`src/rtl/hdis_pkg.sv`:
```
// Package for the halted-debug interrupt select block
package hdis_pkg;

  // ==========================================================
  // Register map
  localparam logic [3:0]  ADDR_DEBUG_EN_LOWER  = 4'h0;
  localparam logic [3:0]  ADDR_DEBUG_EN_UPPER  = 4'h4;
  localparam logic [3:0]  ADDR_NORMAL_EN_LOWER = 4'h8;
  localparam logic [3:0]  ADDR_NORMAL_EN_UPPER = 4'hc;

  // ==========================================================
  // Field layout and reset values
  localparam logic [15:0] LOWER_WRITABLE        = 16'hfffc;
  localparam logic [15:0] UPPER_WRITABLE        = 16'h07ff;
  localparam logic [15:0] EN_RESET              = 16'h0000;
  localparam int          OS_SERVICE_BIT        = 10;
  localparam int          TRACE_LOG_BIT         = 9;
  localparam int          BUS_FAULT_BIT         = 8;
  localparam int          UPPER_VECTOR_BASE     = 16;
  localparam int          IRQ_WIDTH             = 27;

  // ==========================================================
  // Bus answers
  localparam logic [1:0]  RESP_OKAY   = 2'h0;
  localparam logic [1:0]  RESP_SLVERR = 2'h2;

  // Combined enable word, upper half in bits 31:16, lower half in bits 15:0
  typedef struct packed {
    logic [15:0] upper;
    logic [15:0] lower;
  } hdis_en_pair_t;

  // Write side state
  typedef enum logic [2:0] {
    WR_IDLE = 3'b001,
    WR_EXEC = 3'b010,
    WR_RESP = 3'b100
  } hdis_wr_state_t;

endpackage

```
`src/rtl/hdis_top.sv`:
```
// Halted-debug interrupt select: AXI4-Lite registers and service mask output
//
// Overview of operation
// - Two 16-bit debug-enable registers, consulted only while halted in real-time mode.
// - While running, normal enables apply and debug-enable registers are ignored.
// - A maskable interrupt with its debug-enable bit set is time-critical.
// - While halted, serve only time-critical interrupts also normally enabled.
// - Software reads and writes each debug-enable bit; one marks, zero unmarks.
// - Software reset leaves both debug-enable registers unchanged.
// - Hardware reset clears every debug-enable bit to zero.
// - Upper bit 10 marks the OS service interrupt time-critical.
// - Upper bit 9 marks the trace log interrupt time-critical.
// - Upper bit 8 marks the bus fault interrupt time-critical.
// - Upper bits 0 to 7 map to vectors 16 to 23.
// - Lower bits 2 to 15 map to vectors 2 to 15.
// - Lower bits 1-0 and upper bits 15-11 read zero, ignore writes.
// - A normal-enable bit of one enables its interrupt, zero disables it.
//
// The AXI4-Lite slave port and the register addresses were chosen for this implementation.
`timescale 1ns/100ps
`default_nettype none

module hdis_top (
  // Clock and reset
  input  wire logic        aclk,
  input  wire logic        aresetn,
  // AXI4-Lite write address
  input  wire logic [3:0]  s_axi_awaddr,
  input  wire logic        s_axi_awvalid,
  output logic             s_axi_awready,
  // AXI4-Lite write data
  input  wire logic [31:0] s_axi_wdata,
  input  wire logic [3:0]  s_axi_wstrb,
  input  wire logic        s_axi_wvalid,
  output logic             s_axi_wready,
  // AXI4-Lite write response
  output logic [1:0]       s_axi_bresp,
  output logic             s_axi_bvalid,
  input  wire logic        s_axi_bready,
  // AXI4-Lite read address
  input  wire logic [3:0]  s_axi_araddr,
  input  wire logic        s_axi_arvalid,
  output logic             s_axi_arready,
  // AXI4-Lite read data
  output logic [31:0]      s_axi_rdata,
  output logic [1:0]       s_axi_rresp,
  output logic             s_axi_rvalid,
  input  wire logic        s_axi_rready,
  // Core interrupt side
  input  wire logic [26:0] irq_pending,
  input  wire logic        halted_rt,
  input  wire logic        soft_reset,
  output logic [26:0]      irq_service,
  output logic             halted_rt_seen
);

  // ==========================================================
  // Storage
  hdis_pkg::hdis_en_pair_t debug_en;
  hdis_pkg::hdis_en_pair_t normal_en;
  hdis_pkg::hdis_wr_state_t wr_state;
  logic [3:0]              aw_addr;
  logic [31:0]             w_data;
  logic [3:0]              w_strb;
  logic                    aw_held;
  logic                    w_held;
  logic [31:0]             pend_map;
  logic [31:0]             service_mask;
  logic [15:0]             next_lower;
  logic [15:0]             next_upper;
  logic                    wr_hit_dbg_lo;
  logic                    wr_hit_dbg_hi;
  logic                    wr_hit_nrm_lo;
  logic                    wr_hit_nrm_hi;
  logic                    wr_ok;
  logic                    rd_hit_dbg_lo;
  logic                    rd_hit_dbg_hi;
  logic                    rd_hit_nrm_lo;
  logic                    rd_hit_nrm_hi;
  logic                    rd_ok;

  // ==========================================================
  // Write channel capture: address and data in either order
  always_ff @(posedge aclk) begin
    if (!aresetn) begin
      aw_held       <= 1'b0;
      aw_addr       <= 4'h0;
      s_axi_awready <= 1'b0;
    end else begin
      s_axi_awready <= 1'b0;
      if (wr_state == hdis_pkg::WR_IDLE && !aw_held && s_axi_awvalid && !s_axi_awready) begin
        s_axi_awready <= 1'b1;
      end
      if (s_axi_awvalid && s_axi_awready) begin
        aw_held <= 1'b1;
        aw_addr <= s_axi_awaddr;
      end else if (wr_state == hdis_pkg::WR_EXEC) begin
        aw_held <= 1'b0;
      end
    end
  end

  always_ff @(posedge aclk) begin
    if (!aresetn) begin
      w_held       <= 1'b0;
      w_data       <= 32'h0000_0000;
      w_strb       <= 4'h0;
      s_axi_wready <= 1'b0;
    end else begin
      s_axi_wready <= 1'b0;
      if (wr_state == hdis_pkg::WR_IDLE && !w_held && s_axi_wvalid && !s_axi_wready) begin
        s_axi_wready <= 1'b1;
      end
      if (s_axi_wvalid && s_axi_wready) begin
        w_held <= 1'b1;
        w_data <= s_axi_wdata;
        w_strb <= s_axi_wstrb;
      end else if (wr_state == hdis_pkg::WR_EXEC) begin
        w_held <= 1'b0;
      end
    end
  end

  // ==========================================================
  // Write decode and new register values
  always_comb begin
    wr_hit_dbg_lo = 1'b0;
    wr_hit_dbg_hi = 1'b0;
    wr_hit_nrm_lo = 1'b0;
    wr_hit_nrm_hi = 1'b0;
    wr_ok         = 1'b1;
    if (aw_addr == hdis_pkg::ADDR_DEBUG_EN_LOWER) begin
      wr_hit_dbg_lo = 1'b1;
    end else if (aw_addr == hdis_pkg::ADDR_DEBUG_EN_UPPER) begin
      wr_hit_dbg_hi = 1'b1;
    end else if (aw_addr == hdis_pkg::ADDR_NORMAL_EN_LOWER) begin
      wr_hit_nrm_lo = 1'b1;
    end else if (aw_addr == hdis_pkg::ADDR_NORMAL_EN_UPPER) begin
      wr_hit_nrm_hi = 1'b1;
    end else begin
      wr_ok = 1'b0;
    end
  end

  // Merge strobed bytes, masking reserved bits
  always_comb begin
    next_lower = wr_hit_dbg_lo ? debug_en.lower : normal_en.lower;
    next_upper = wr_hit_dbg_hi ? debug_en.upper : normal_en.upper;
    if (w_strb[0]) begin
      next_lower[7:0] = w_data[7:0];
      next_upper[7:0] = w_data[7:0];
    end
    if (w_strb[1]) begin
      next_lower[15:8] = w_data[15:8];
      next_upper[15:8] = w_data[15:8];
    end
    next_lower = next_lower & hdis_pkg::LOWER_WRITABLE;
    next_upper = next_upper & hdis_pkg::UPPER_WRITABLE;
  end

  // ==========================================================
  // Write state machine
  always_ff @(posedge aclk) begin
    if (!aresetn) begin
      wr_state <= hdis_pkg::WR_IDLE;
    end else begin
      case (wr_state)
        hdis_pkg::WR_IDLE: begin
          if (aw_held && w_held) begin
            wr_state <= hdis_pkg::WR_EXEC;
          end
        end
        hdis_pkg::WR_EXEC: begin
          wr_state <= hdis_pkg::WR_RESP;
        end
        hdis_pkg::WR_RESP: begin
          if (s_axi_bready) begin
            wr_state <= hdis_pkg::WR_IDLE;
          end
        end
        default: begin
          wr_state <= hdis_pkg::WR_IDLE;
        end
      endcase
    end
  end

  // Write response, raised as the stored write lands
  always_ff @(posedge aclk) begin
    if (!aresetn) begin
      s_axi_bvalid <= 1'b0;
      s_axi_bresp  <= hdis_pkg::RESP_OKAY;
    end else if (wr_state == hdis_pkg::WR_EXEC) begin
      s_axi_bvalid <= 1'b1;
      s_axi_bresp  <= wr_ok ? hdis_pkg::RESP_OKAY : hdis_pkg::RESP_SLVERR;
    end else if (wr_state == hdis_pkg::WR_RESP && s_axi_bready) begin
      s_axi_bvalid <= 1'b0;
    end
  end

  // ==========================================================
  // Debug-enable registers; soft_reset deliberately not used here
  always_ff @(posedge aclk) begin
    if (!aresetn) begin
      debug_en.lower <= hdis_pkg::EN_RESET;
      debug_en.upper <= hdis_pkg::EN_RESET;
    end else if (wr_state == hdis_pkg::WR_EXEC) begin
      if (wr_hit_dbg_lo) begin
        debug_en.lower <= next_lower;
      end
      if (wr_hit_dbg_hi) begin
        debug_en.upper <= next_upper;
      end
    end
  end

  // Ordinary enable registers, also kept through software reset
  always_ff @(posedge aclk) begin
    if (!aresetn) begin
      normal_en.lower <= hdis_pkg::EN_RESET;
      normal_en.upper <= hdis_pkg::EN_RESET;
    end else if (wr_state == hdis_pkg::WR_EXEC) begin
      if (wr_hit_nrm_lo) begin
        normal_en.lower <= next_lower;
      end
      if (wr_hit_nrm_hi) begin
        normal_en.upper <= next_upper;
      end
    end
  end

  // ==========================================================
  // Read decode
  always_comb begin
    rd_hit_dbg_lo = 1'b0;
    rd_hit_dbg_hi = 1'b0;
    rd_hit_nrm_lo = 1'b0;
    rd_hit_nrm_hi = 1'b0;
    rd_ok         = 1'b1;
    if (s_axi_araddr == hdis_pkg::ADDR_DEBUG_EN_LOWER) begin
      rd_hit_dbg_lo = 1'b1;
    end else if (s_axi_araddr == hdis_pkg::ADDR_DEBUG_EN_UPPER) begin
      rd_hit_dbg_hi = 1'b1;
    end else if (s_axi_araddr == hdis_pkg::ADDR_NORMAL_EN_LOWER) begin
      rd_hit_nrm_lo = 1'b1;
    end else if (s_axi_araddr == hdis_pkg::ADDR_NORMAL_EN_UPPER) begin
      rd_hit_nrm_hi = 1'b1;
    end else begin
      rd_ok = 1'b0;
    end
  end

  // ==========================================================
  // Read handshake: one-deep, answer one cycle after address taken
  always_ff @(posedge aclk) begin
    if (!aresetn) begin
      s_axi_arready <= 1'b0;
      s_axi_rvalid  <= 1'b0;
    end else begin
      s_axi_arready <= 1'b0;
      if (!s_axi_rvalid && !s_axi_arready && s_axi_arvalid) begin
        s_axi_arready <= 1'b1;
      end
      if (s_axi_arvalid && s_axi_arready) begin
        s_axi_rvalid <= 1'b1;
      end else if (s_axi_rvalid && s_axi_rready) begin
        s_axi_rvalid <= 1'b0;
      end
    end
  end

  // Read data, captured with the address; upper word always zero
  always_ff @(posedge aclk) begin
    if (!aresetn) begin
      s_axi_rdata <= 32'h0000_0000;
      s_axi_rresp <= hdis_pkg::RESP_OKAY;
    end else if (s_axi_arvalid && s_axi_arready) begin
      s_axi_rresp <= rd_ok ? hdis_pkg::RESP_OKAY : hdis_pkg::RESP_SLVERR;
      if (rd_hit_dbg_lo) begin
        s_axi_rdata <= {16'h0000, debug_en.lower};
      end else if (rd_hit_dbg_hi) begin
        s_axi_rdata <= {16'h0000, debug_en.upper};
      end else if (rd_hit_nrm_lo) begin
        s_axi_rdata <= {16'h0000, normal_en.lower};
      end else if (rd_hit_nrm_hi) begin
        s_axi_rdata <= {16'h0000, normal_en.upper};
      end else begin
        s_axi_rdata <= 32'h0000_0000;
      end
    end
  end

  // ==========================================================
  // Map vectors onto register bit positions
  // Vectors 2..15 at lower bits 2..15; 16..23 at upper 0..7;
  // bus fault, trace log, OS service at upper 8, 9, 10
  always_comb begin
    pend_map        = 32'h0000_0000;
    pend_map[15:2]  = irq_pending[15:2];
    pend_map[23:16] = irq_pending[23:16];
    pend_map[hdis_pkg::UPPER_VECTOR_BASE + hdis_pkg::BUS_FAULT_BIT]  = irq_pending[24];
    pend_map[hdis_pkg::UPPER_VECTOR_BASE + hdis_pkg::TRACE_LOG_BIT]  = irq_pending[25];
    pend_map[hdis_pkg::UPPER_VECTOR_BASE + hdis_pkg::OS_SERVICE_BIT] = irq_pending[26];
  end

  // Service selection; maskable interrupts only, gated by pending
  hdis_select u_select (
    .pending      (pend_map),
    .normal_en    (normal_en),
    .debug_en     (debug_en),
    .halted_rt    (halted_rt),
    .service_mask (service_mask)
  );

  // ==========================================================
  // Registered outputs, updated every cycle
  always_ff @(posedge aclk) begin
    if (!aresetn) begin
      irq_service <= 27'h0000000;
    end else begin
      // Vectors 0 and 1 are not maskable and are never served here
      irq_service[1:0]   <= 2'h0;
      irq_service[23:2]  <= service_mask[23:2];
      irq_service[24]    <= service_mask[24];
      irq_service[25]    <= service_mask[25];
      irq_service[26]    <= service_mask[26];
    end
  end

  // Halt state as the selection saw it
  always_ff @(posedge aclk) begin
    if (!aresetn) begin
      halted_rt_seen <= 1'b0;
    end else begin
      halted_rt_seen <= halted_rt;
    end
  end

endmodule

`default_nettype wire

```
`src/rtl/hdis_select.sv`:
```
// Per-interrupt service selection for running and halted modes
`timescale 1ns/100ps
`default_nettype none

module hdis_select (
  // Interrupt state
  input  wire logic [31:0]     pending,
  input  wire hdis_pkg::hdis_en_pair_t normal_en,
  input  wire hdis_pkg::hdis_en_pair_t debug_en,
  input  wire logic            halted_rt,
  // Result
  output logic [31:0]          service_mask
);

  // ==========================================================
  // Selection, one cell per interrupt bit
  genvar i;
  generate
    for (i = 0; i < 32; i = i + 1) begin : g_bit
      always_comb begin
        if (halted_rt) begin
          service_mask[i] = pending[i] & normal_en[i] & debug_en[i];
        end else begin
          service_mask[i] = pending[i] & normal_en[i];
        end
      end
    end
  endgenerate

endmodule

`default_nettype wire

```
`config.mk`:
```
export PLATFORM = sky130hd
export DESIGN_NAME = hdis_top
export DESIGN_NICKNAME = d
export VERILOG_FILES = /design/src/rtl/hdis_pkg.sv /design/src/rtl/hdis_top.sv /design/src/rtl/hdis_select.sv
export SDC_FILE = /design/constraint.sdc
export NUM_CORES = 1
export LEC_CHECK = 0
export ABC_AREA = 1
export ABC_CLOCK_PERIOD_IN_PS = 1600
export BUFFER_PORTS_ARGS = -buffer_cell sky130_fd_sc_hd__buf_2
export CORE_AREA = 2 2 145 147
export CTS_CLUSTER_SIZE = 25
export DETAILED_ROUTE_END_ITERATION = 7
export DIE_AREA = 0 0 147 149
export GPL_TIMING_DRIVEN = 0
export PLACE_DENSITY = 0.59
export SLEW_MARGIN = 40
export SYNTH_ARGS = -nofsm -noshare
export SYNTH_HDL_FRONTEND = slang
export SYNTH_SLANG_ARGS = --single-unit
```
`constraint.sdc`:
```
create_clock -name aclk -period 1.6 [get_ports aclk]
set_input_delay 0.16 -clock aclk [delete_from_list [all_inputs] [get_ports aclk]]
set_output_delay 0.16 -clock aclk [all_outputs]
set_load 0.01 [all_outputs]
```
# Word-level counts from Yosys, hierarchy flattened
# Index checks and enable logic that the tools add are counted.
# classes
n_addsub	0
n_mul	0
div	0
magnitude_cmp	0
n_eq_ne	11
shifts	0
muxes	76
bitwise	50
reduce_logical	31
# op_table
operator	n
$mux W16	4
$mux W1	61
$and A1 B1 Y1	50
$mux W8	3
$mux W11	2
$eq A4 B4 Y1 const B	4
$logic_and A1 B1 Y1	14
$reduce_and A2 Y1	5
$mux W3	3
$pmux W3 S3	1
$eq A4 B3 Y1 const B	2
$logic_not A4 Y1	2
$reduce_bool A2 Y1	4
$logic_not A1 Y1	6
$mux W2	2
$eq A3 B1 Y1 const B	1
$eq A3 B2 Y1 const B	1
$eq A3 B3 Y1 const B	1
$ne A2 B1 Y1 const B	1
$ne A2 B2 Y1 const B	1
# word_totals
regBits	146
latchBits	0
mem_bits_rw	0
rom_bits	0
input_bits	80
output_inout_bits	69
n_memories	0

# Longest topological paths before layout
# Gate-level depths: netlist of the first run.
# logic_depth
ltp_word	9
ltp_mapped	10
ltp_nobuf	9

# Hierarchy
# From an unflattened synthesis of the first run, not the netlist that was laid out.
# unflattened
cells_unflattened	958
hier_area_um2	6356.1
# by_module_without_submodules
mod	n_inst	cells_each	area_each_um2	seq_area_each_um2
hdis_top	1	859	5921.9	2522.4
hdis_select	1	99	434.2	0.0

# Worst setup path before layout of the first run
# Ideal clock, no wire load.
# synth_path
path_type	register -> register
from	reg aw_addr[0]
to	reg, netlist name normal_en[7]
t_arrival_ps	1136
path_slack_ps	355
stages_incl_launch_ff	11
period_less_slack_ps	1245
path_cell_list	dfxtp_1 > nor2_4 > buf_6 > inv_2 > nor2_4 > nand2_4 > clkinv_2 > buf_6 > nand3_1 > nand2_1 > inv_1
# synth_via
elab_chain_cells	5
# synth_rtl
element	line_no	rtl
from (decl)	hdis_top.sv:62	logic [3:0] aw_addr;
from (signal assigned)	hdis_top.sv:96	aw_addr <= s_axi_awaddr;
$eq A4 B4 Y1	hdis_top.sv:136	end else if (aw_addr == hdis_pkg::ADDR_NORMAL_EN_LOWER) begin
$mux W1	hdis_top.sv:136	
$mux W1	hdis_top.sv:134	end else if (aw_addr == hdis_pkg::ADDR_DEBUG_EN_UPPER) begin
$mux W1	hdis_top.sv:132	if (aw_addr == hdis_pkg::ADDR_DEBUG_EN_LOWER) begin
$reduce_and A2 Y1 (no source line)	--	
# Several ways; a longest one is shown, not always the timed one.
# A chain may end at the register's enable or synchronous reset.

# Worst setup path in the final report of the first run
# layout_path
from	reg aw_addr[0]
to	reg, netlist name normal_en[6]
# layout_via
elab_chain_cells	5
# layout_rtl
element	line_no
$eq A4 B4 Y1	hdis_top.sv:136
$mux W1	hdis_top.sv:136
$mux W1	hdis_top.sv:134
$mux W1	hdis_top.sv:132
$reduce_and A2 Y1 (no source line)	--
# Several ways; a longest one is shown, not always the timed one.

==> metrics.md, run 1 <==
| Metric | Value |
|---|---|
| GRT Util Overall | 17.25% |
| Die Ht | 149 um |
| Leakage power | 3.703 nW |
| # nets final | 1121 |
| Top-area cell type share of the netlist area | 42.04% |
| FF+latch count, synth | 126 |
| Critical Path Fanout Max | 10 |
| H-tree Lvls | 4 |
| DP Wirelength | 14310 um |
| Placed Area | 0.006940 mm2 |
| Met3 Use GR | 3.150% |
| Layout cells sized above 1 | 21.25% |
| Core Region | 0.02056 mm2 |
| Synth Warn # | 0 |
| Crit path kind | reg2reg |
| Pwr per Cell Area | 1048 mW/mm2 |
| CTS Buffer Depth | 2 |
| Critical path startpoint category | flip-flop |
| Largest net degree at the start of global routing | 17 |
| Routability Congestion | 0.8802 |
| CP Data Required Time | 1.92 ns |
| Finished Cell Area | 0.007796 mm2 |
| Vias in the first global route | 5494 |
| Worst rel slew slack | 50.30% |
| Register area share after synthesis | 42.04% |
| Starting Density | 29.18% |
| Multi-input gate area | 0.002670 mm2 |
| Die ar. | 0.02190 mm2 |
| ANT cells | 0 |
| Worst setup EP type | flip-flop |
| Worst Hold Class | in2reg |
| Worst EP arrival | 1.79 ns |
| Worst-Margin Slew | 0.7399 ns |
| Setup ws final | 0.1320 ns |
| Finished Core Util | 37.92% |
| Root Buffer | clkbuf_16 |
| First-pass GRT wire length | 29210 um |
| Combinational power share | 15.6% |
| DP Worst Slack | -0.003493 ns |
| Area leader, netlist | dfxtp_1 |
| Max rail drop VDD | 0.7197 mV |
| # DRC | 0 |
| Non-Filler Instances | 1329 |
| Clock skew | 0.01141 ns |
| DRT Pass-1 Iters | 8 |
| Syn Area/Cell | 6.928 um2 |
| Fillers | 2227 |
| Clk pwr share | 43.3% |
| Period utilization | 91.75% |
| Crit-path cells | nor2_4, buf_6, inv_2, nor2_4, nand2_4, clkinv_2, buf_6, nand3_1, nand2_1, inv_1 |
| Hold Vio Cnt, Final | 0 |
| Setup TNS | 0 ns |
| Initial antenna violation count | 0 |
| CTS tree | built |
| Sequential power share | 41.1% |
| Row count | 53 |
| CTS clk-pin slew, worst paths | 0.06 ns |
| Remaining antenna violation count | 0 |
| Post-Syn Area | 0.006000 mm2 |
| Grt total ovfl | 0 |
| Sink Count | 126 |
| Slew Limit Fails | 0 |
| GR Util met2 | 26.50% |
| Drt wl/cell | 14.07 um |
| Max Clock Freq | 681.2 MHz |
| Sequential cell area | 0.002522 mm2 |
| Power Internal | 5.739 mW |
| Top post-synthesis cells by area | dfxtp_1, nand3_1, nand2_1 |
| Clock latency on the worst-skew pair | 0.42 ns |
| Post-synthesis cell count | 866 |
| Die W | 147 um |
| Area Overhead vs Synth | 29.95% |
| Status | finished clean |
| WL final | 18700 um |
| Net Sw Frac | 29.73% |
| CP max stage cell | dfxtp_1 |
| Layer with the highest usage | met2 |
| GR Layer Usage met1 | 24.45% |
| Vias/cell | 4.499 |
| Top Ports | 149 |
| # setup viols final | 0 |
| Total number of vias | 5979 |
| RSZ-0062 raised after global routing | false |
| Max incr delay on CP | 0.33 ns |
| DP Cell Count | 1265 |
| Sw Pwr | 2.428 mW |
| Min Tclk post-route | 1.468 ns |
| Maxcap violations | 0 |
| Num CTS Buffers | 17 |
| Post-synth cell types | 25 |
| I/O Buffers | 105 |
| Initial drt markers | 477 |
-- flip-flops by register name, indices dropped and copies added, names as in the netlist --
signal	cells
s_axi_arready	1
halted_rt_seen	1
s_axi_rresp	1
s_axi_rvalid	1
s_axi_bresp	1
debug_en	25
s_axi_rdata	16
w_held	1
wr_state	3
irq_service	25
aw_addr	4
aw_held	1
normal_en	25
s_axi_awready	1
s_axi_bvalid	1
w_data	16
w_strb	2
s_axi_wready	1
-- kinds of logic (layout without fill, tap and decap cells) --
kind of cell | count (synthesis) | in the layout | share of synthesized area, %
buffers and inverters | 195 | 364 | 14.64
flip-flops | 126 | 126 | 42.04
other | 1 | 20 | 0.06251
AO/OA/AOI/OAI | 119 | 119 | 11.18
AND/OR/NAND/NOR | 425 | 425 | 32.07
-- per-layer routing --
metal	vias up	share of wire (%)
met2	248	44
met3	23	6.8
met1	2636	48
li1	3072	-
met4	0	1.8
met5	-	0
-- path summary, 6_finish.rpt --
path / start / to / slack, ns / cells past startpoint
worst max register to register: aw_addr[0]$_SDFFE_PN0P_ / normal_en[6]$_SDFFE_PN0P_ / 0.13 / 10
worst min register to register: s_axi_arready$_SDFF_PN0_ / s_axi_arready$_SDFF_PN0_ / 0.44 / 1
worst max-delay path: aw_addr[0]$_SDFFE_PN0P_ / normal_en[6]$_SDFFE_PN0P_ / 0.13 / 10
worst min-delay path: s_axi_wdata[10] / w_data[10]$_SDFFE_PN0P_ / 0.005 / 3
-- power groups by stage --
stage / registers [mW] / clock network (mW) / logic [mW]
floorplan: 3.42 / 0 / 0.850
global placement: 3.42 / 0 / 1.19
detailed placement: 3.42 / 0 / 1.20
CTS: 3.36 / 3.60 / 1.26
global route: 3.37 / 3.75 / 1.43
finish: 3.36 / 3.54 / 1.27
-- layout by cell type, fill, tap and decap left out, types with 2 or more instances in the layout --
cell type and count:
nand3_1 165, nand2_1 139, inv_1 120, nand4_1 8, buf_2 117, o21ai_0 39
buf_1 5, dfxtp_1 126, clkinv_4 3, conb_1 20, a21oi_2 20, clkbuf_16 17
buf_4 27, inv_6 3, nand2_2 3, buf_6 5, nor2_2 3, nor2_4 4
a21oi_1 60, clkinvlp_4 4, dlygate4sd3_1 30, clkinv_2 5, nor2_1 93, inv_2 8
nand2_4 2, clkbuf_1 19, nor3_1 5
-- final cells by class --
cell class | instances | area share, %
inverters | 129 | 6.227
flip-flops and latches | 126 | 32.35
clock inverters | 15 | 1.460
multi-input cells | 564 | 34.25
well taps | 275 | 4.413
repair buffers | 137 | 10.78
plain buffers | 66 | 5.055
clock buffers | 17 | 5.457
-- stage by stage --
stage / total power [mW] / hold slack [ns]
5_1_grt: 8.560 / 0.01378
3_3_place_gp: 4.611 / 0.4022
2_1_floorplan: 4.270 / 0.2783
4_1_cts: 8.219 / 0.001095
3_5_place_dp: 4.623 / 0.4078
6_report: 8.167 / 0.005378
-- critical path, delay by kind of cell (launching register included) --
kind                   cells  cell delay, ns
AND/OR/NAND/NOR            5            0.51
buffers and inverters      5            0.51
flip-flops                 1            0.33
-- synthesized netlist by cell type --
library cell / instances
nand2_4: 2
nor2_8: 1
nand4_1: 8
buf_4: 25
clkinv_2: 1
buf_6: 5
clkbuf_1: 19
dfxtp_1: 126
nand3_1: 165
nor3_1: 5
nand2_1: 139
nor2_1: 93
o21ai_0: 39
buf_2: 11
nor2_4: 4
inv_1: 120
a21oi_1: 60
nand2_2: 3
nand3b_1: 1
nor2_2: 3
a21oi_2: 20
conb_1: 1
inv_2: 8
nand3b_4: 1
buf_1: 6
-- timing repair --
item,in CTS,in global routing
hold endpoints to repair,30,0
endpoints found under the setup margin,1,1
setup buffers,0,2
hold buffers,30,0
gates resized for setup,1,0
pin swaps,0,1
Power figures use the tool's default switching activity.
==> inputs of run 2 (changes only) <==
==> constraint.sdc (replaced) <==
create_clock -name aclk -period 1.6 [get_ports aclk]
set_input_delay 0.24 -clock aclk [delete_from_list [all_inputs] [get_ports aclk]]
set_output_delay 0.24 -clock aclk [all_outputs]
set_load 0.01 [all_outputs]
==> metrics.md, run 2 (same netlist as run 1, synthesis figures left out) <==
| Metric | Value |
|---|---|
| Period utilization | 92.54% (was 91.75%) |
| Sequential cell area | 0.002522 mm2 (unchanged) |
| Num CTS Buffers | 17 (unchanged) |
| Finished Core Util | 36.46% (was 37.92%) |
| Net Sw Frac | 29.85% (was 29.73%) |
| Worst setup EP type | flip-flop (unchanged) |
| Multi-input gate area | 0.002670 mm2 (unchanged) |
| # DRC | 0 (unchanged) |
| Vias in the first global route | 5410 (was 5494) |
| Most frequent cells in the layout | nand3_1, nand2_1, dfxtp_1, inv_1, buf_2 (unchanged) |
| # nets final | 1091 (was 1121) |
| GRT Util Overall | 17.16% (was 17.25%) |
| Starting Density | 29.18% (unchanged) |
| DRT Pass-1 Iters | 5 (was 8) |
| Grt total ovfl | 0 (unchanged) |
| Critical path startpoint category | flip-flop (unchanged) |
| Combinational power share | 15.1% (was 15.6%) |
| I/O Buffers | 105 (unchanged) |
| Layout cells sized above 1 | 21.88% (was 21.25%) |
| Sw Pwr | 2.422 mW (was 2.428 mW) |
| Initial drt markers | 444 (was 477) |
| Total number of vias | 5879 (was 5979) |
| Max Clock Freq | 675.4 MHz (was 681.2 MHz) |
| Die W | 147 um (unchanged) |
| RSZ-0062 raised after global routing | false (unchanged) |
| Sequential power share | 41.4% (was 41.1%) |
| First-pass GRT wire length | 28970 um (was 29210 um) |
| Min Tclk post-route | 1.481 ns (was 1.468 ns) |
| Total power | 8.114 mW (was 8.167 mW) |
| Area Overhead vs Synth | 24.94% (was 29.95%) |
| DP Wirelength | 14310 um (unchanged) |
| Fillers | 2251 (was 2227) |
| Core Region | 0.02056 mm2 (unchanged) |
| Clock skew | 0.01144 ns (was 0.01141 ns) |
| Die ar. | 0.02190 mm2 (unchanged) |
| Maxcap violations | 0 (unchanged) |
| Routability Congestion | 0.8802 (unchanged) |
| ANT cells | 0 (unchanged) |
| Clk pwr share | 43.6% (was 43.3%) |
| Hold Vio Cnt, Final | 0 (unchanged) |
| Row count | 53 (unchanged) |
| CP Data Required Time | 1.92 ns (about the same) |
| Worst EP arrival | 1.80 ns (was 1.79 ns) |
| Sink Count | 126 (unchanged) |
| Hold WS | 0.05640 ns (was 0.005378 ns) |
| Crit path kind | reg2reg (unchanged) |
| Status | finished clean (unchanged) |
| Pwr per Cell Area | 1082 mW/mm2 (was 1048 mW/mm2) |
| H-tree Lvls | 4 (unchanged) |
| Leakage power | 3.578 nW (was 3.703 nW) |
| Clock latency on the worst-skew pair | 0.42 ns (about the same) |
| Slew Limit Fails | 0 (unchanged) |
| Root Buffer | clkbuf_16 (unchanged) |
| Largest net degree at the start of global routing | 17 (unchanged) |
| Biggest regs | debug_en (25), irq_service (25), normal_en (25) (unchanged) |
| CTS Buffer Depth | 2 (unchanged) |
| WL final | 18560 um (was 18700 um) |
| Worst Hold Class | in2reg (unchanged) |
| CTS clk-pin slew, worst paths | 0.06 ns (about the same) |
| Drt wl/cell | 14.29 um (was 14.07 um) |
| Vias/cell | 4.526 (was 4.499) |
| Power Internal | 5.692 mW (was 5.739 mW) |
| Top Ports | 149 (unchanged) |
| Initial antenna violation count | 0 (unchanged) |
| Critical Path Fanout Max | 10 (unchanged) |
| Most common cell after layout, fill and taps aside | nand3_1 (unchanged) |
| Max rail drop VDD | 0.7176 mV (was 0.7197 mV) |
| Die Ht | 149 um (unchanged) |
| Worst rel slew slack | 50.17% (was 50.30%) |
| # setup viols final | 0 (unchanged) |
| Worst-Margin Slew | 0.7418 ns (was 0.7399 ns) |
| CTS tree | built (unchanged) |
| Remaining antenna violation count | 0 (unchanged) |
run 2: changes by cell type in the layout (fill, tap and decap cells not counted), sizes merged:
| cell | delta |
|---|---|
| dlygate4sd3 | -30 |
run 2: final timing paths:
check	startpoint	endpoint	slack [ns]	cells past startpoint
hold / removal	s_axi_arvalid	s_axi_arready$_SDFF_PN0_	0.06	3
setup reg to reg	aw_addr[0]$_SDFFE_PN0P_	normal_en[21]$_SDFFE_PN0P_	0.12	8
setup / recovery	aw_addr[0]$_SDFFE_PN0P_	normal_en[21]$_SDFFE_PN0P_	0.12	8
hold reg to reg	s_axi_arready$_SDFF_PN0_	s_axi_arready$_SDFF_PN0_	0.44	1
run 2: worst max-delay path, stage by stage, from the launching register on:
cell     delay, ns
dfxtp_1       0.33
nor2_4        0.17
buf_6         0.17
buf_2         0.25
nand3_1       0.12
nand3_1       0.13
nand3_1       0.08
nand2_1       0.07
inv_1         0.04
run 2: power by group through the flow:
stage / sequential (mW) / clock, mW / combinational [mW]
2_1_floorplan: 3.42 / 0 / 0.850
3_3_place_gp: 3.42 / 0 / 1.19
3_5_place_dp: 3.42 / 0 / 1.20
4_1_cts: 3.36 / 3.60 / 1.20
5_1_grt: 3.37 / 3.75 / 1.37
6_report: 3.36 / 3.54 / 1.22
run 2: cell type report:
type,instances,area share [%]
buffer,66,5.258
clock buffer,17,5.675
clock inverter,15,1.519
inverter,129,6.476
multi-input combinational,564,35.62
sequential,126,33.65
tap,275,4.590
timing repair buffer,107,7.211
run 2: per-layer routing:
metal	track usage, %	vias up	part of all wire (%)
met5	0	-	0
met4	5.865	0	1.8
met3	3.364	22	7.4
met2	26.24	238	44
met1	24.24	2613	47
li1	-	3006	-
run 2: stage by stage:
step	cells	TNS, ns	setup slack (ns)	area (um2)
floorplan	885	0	0.3550	6071
global placement	1265	0	0.02685	6940
detailed placement	1265	-0.003493	-0.003493	6940
CTS	1297	0	0.1273	7481
global route	1299	0	0.02945	7496
finish	1299	0	0.1194	7496
run 2: timing repair:
| action | 4_1_cts | 5_1_grt |
|---|---|---|
| gates resized for setup | 1 | 0 |
| setup buffers | 0 | 2 |
| pin swaps | 0 | 1 |
| hold buffers | 0 | 0 |
| setup endpoints to repair | 1 | 1 |
==> inputs of run 3 (changes only) <==
- ABC_CLOCK_PERIOD_IN_PS: 1600 -> 1900
- clock period: 1.6 -> 1.9 ns (I/O delays scaled with it)
==> metrics.md, run 3 (same netlist as run 1, synthesis figures left out) <==
| Metric | Value |
|---|---|
| Status | finished clean (unchanged) |
| CP Data Required Time | 2.26 ns (was 1.92 ns) |
| Hold-fix buffers, CTS | 0 (unchanged) |
| First-pass GRT wire length | 28970 um (unchanged) |
| Finished Cell Area | 0.007480 mm2 (was 0.007496 mm2) |
| # DRC | 0 (unchanged) |
| H-tree Lvls | 4 (unchanged) |
| Die Ht | 149 um (unchanged) |
| Most frequent cells in the layout | nand3_1, nand2_1, dfxtp_1, inv_1, buf_2 (unchanged) |
| Combinational power share | 14.9% (was 15.1%) |
| Maxcap violations | 0 (unchanged) |
| Hold Vio Cnt, Final | 0 (unchanged) |
| Max rail drop VDD | 0.6051 mV (was 0.7176 mV) |
| Vias/cell | 4.538 (was 4.526) |
| Starting Density | 29.18% (unchanged) |
| WL final | 18580 um (was 18560 um) |
| Setup ws final | 0.2221 ns (was 0.1194 ns) |
| Area Overhead vs Synth | 24.67% (was 24.94%) |
| Worst EP arrival | 2.04 ns (was 1.80 ns) |
| Clock skew | 0.008768 ns (was 0.01144 ns) |
| Crit path kind | reg2reg (unchanged) |
| CTS clk-pin slew, worst paths | 0.06 ns (about the same) |
| Die W | 147 um (unchanged) |
| DRT Pass-1 Iters | 7 (was 5) |
| Row count | 53 (unchanged) |
| Num CTS Buffers | 17 (unchanged) |
| Finished Core Util | 36.38% (was 36.46%) |
| Sequential power share | 41.5% (was 41.4%) |
| Net Sw Frac | 29.79% (was 29.85%) |
| Biggest regs | debug_en (25), irq_service (25), normal_en (25) (unchanged) |
| Non-Filler Instances | 1297 (was 1299) |
| CTS tree | built (unchanged) |
| Core Region | 0.02056 mm2 (unchanged) |
| DP Cell Count | 1265 (unchanged) |
| DP Wirelength | 14310 um (unchanged) |
| Pwr per Cell Area | 910.6 mW/mm2 (was 1082 mW/mm2) |
| Worst-Margin Slew | 0.7659 ns (was 0.7418 ns) |
| DP Worst Slack | 0.2965 ns (was -0.003493 ns) |
| Slew Limit Fails | 0 (unchanged) |
| Setup bufs post-CTS | 0 (unchanged) |
| Clock latency on the worst-skew pair | 0.42 ns (about the same) |
| Worst Hold Class | in2reg (unchanged) |
| Top Ports | 149 (unchanged) |
| Initial drt markers | 464 (was 444) |
| Most common cell after layout, fill and taps aside | nand3_1 (unchanged) |
| Max Clock Freq | 596.0 MHz (was 675.4 MHz) |
| Sink Count | 126 (unchanged) |
| Largest net degree at the start of global routing | 17 (unchanged) |
| Drt wl/cell | 14.33 um (was 14.29 um) |
| Sw Pwr | 2.029 mW (was 2.422 mW) |
| Vias in the first global route | 5410 (unchanged) |
| GRT Util Overall | 17.16% (unchanged) |
| Hold WS | 0.1025 ns (was 0.05640 ns) |
| Routability Congestion | 0.8802 (unchanged) |
| Grt total ovfl | 0 (unchanged) |
| Die ar. | 0.02190 mm2 (unchanged) |
| Leakage power | 3.568 nW (was 3.578 nW) |
| ANT cells | 0 (unchanged) |
| Critical Path Fanout Max | 10 (unchanged) |
| Period utilization | 88.31% (was 92.54%) |
| Placed Area | 0.006940 mm2 (unchanged) |
| Layout cells sized above 1 | 21.62% (was 21.88%) |
| Min Tclk post-route | 1.678 ns (was 1.481 ns) |
| Total number of vias | 5886 (was 5879) |
| Initial antenna violation count | 0 (unchanged) |
| Worst setup EP type | flip-flop (unchanged) |
| CTS Buffer Depth | 2 (unchanged) |
| # nets final | 1089 (was 1091) |
| I/O Buffers | 105 (unchanged) |
| Total power | 6.811 mW (was 8.114 mW) |
| Worst rel slew slack | 48.94% (was 50.17%) |
| Critical path startpoint category | flip-flop (unchanged) |
| Power Internal | 4.782 mW (was 5.692 mW) |
| CTS resizes | 0 (was 1) |
| Setup TNS | 0 ns (unchanged) |
| Root Buffer | clkbuf_16 (unchanged) |
| Clk pwr share | 43.6% (about the same) |
| Remaining antenna violation count | 0 (unchanged) |
| RSZ-0062 raised after global routing | false (unchanged) |
| # setup viols final | 0 (unchanged) |
## run 3: changes by cell type in the layout (fill, tap and decap cells not counted), sizes merged
| cell | change |
|---|---|
| buf | -2 |
## run 3: worst max-delay path, stage by stage (launching register included)
cell,delay (ns)
dfxtp_1,0.29
buf_2,0.17
inv_1,0.19
buf_1,0.53
nand3_1,0.23
nand3_1,0.12
nand2_1,0.05
inv_1,0.05
## run 3: layout make-up
type / count / area, um2
plain buffers: 66 / 392.9
clock buffers: 17 / 425.4
clock inverters: 15 / 113.9
fillers: 2252 / 13080
inverters: 129 / 485.5
multi-input cells: 564 / 2670
flip-flops and latches: 126 / 2522
well taps: 275 / 344.1
repair buffers: 105 / 525.5
## run 3: path summary, 6_finish.rpt
path | startpoint | endpoint | slack, ns | cells past startpoint
worst max-delay path | w_strb[0]$_SDFFE_PN0P_ | normal_en[21]$_SDFFE_PN0P_ | 0.22 | 7
worst min-delay path | s_axi_arvalid | s_axi_arready$_SDFF_PN0_ | 0.10 | 3
worst max register to register | w_strb[0]$_SDFFE_PN0P_ | normal_en[21]$_SDFFE_PN0P_ | 0.22 | 7
worst min register to register | s_axi_arready$_SDFF_PN0_ | s_axi_arready$_SDFF_PN0_ | 0.44 | 1
## run 3: power groups by stage
stage                     clock network [mW]  logic, mW  registers (mW)
after detailed placement                   0       1.01            2.88
after floorplan                            0      0.716            2.88
after global routing                    3.16       1.14            2.84
final                                   2.97       1.02            2.83
after CTS                               3.03       1.01            2.83
after global placement                     0       1.00            2.88
## run 3: layer usage
layer  vias up  track usage [%]  routed length (um)
li1       3011                -                   -
met1      2616            24.24                8752
met2       236            26.27                8197
met3        23            3.364                1343
met4         0            5.817                 286
met5         -                0                   0
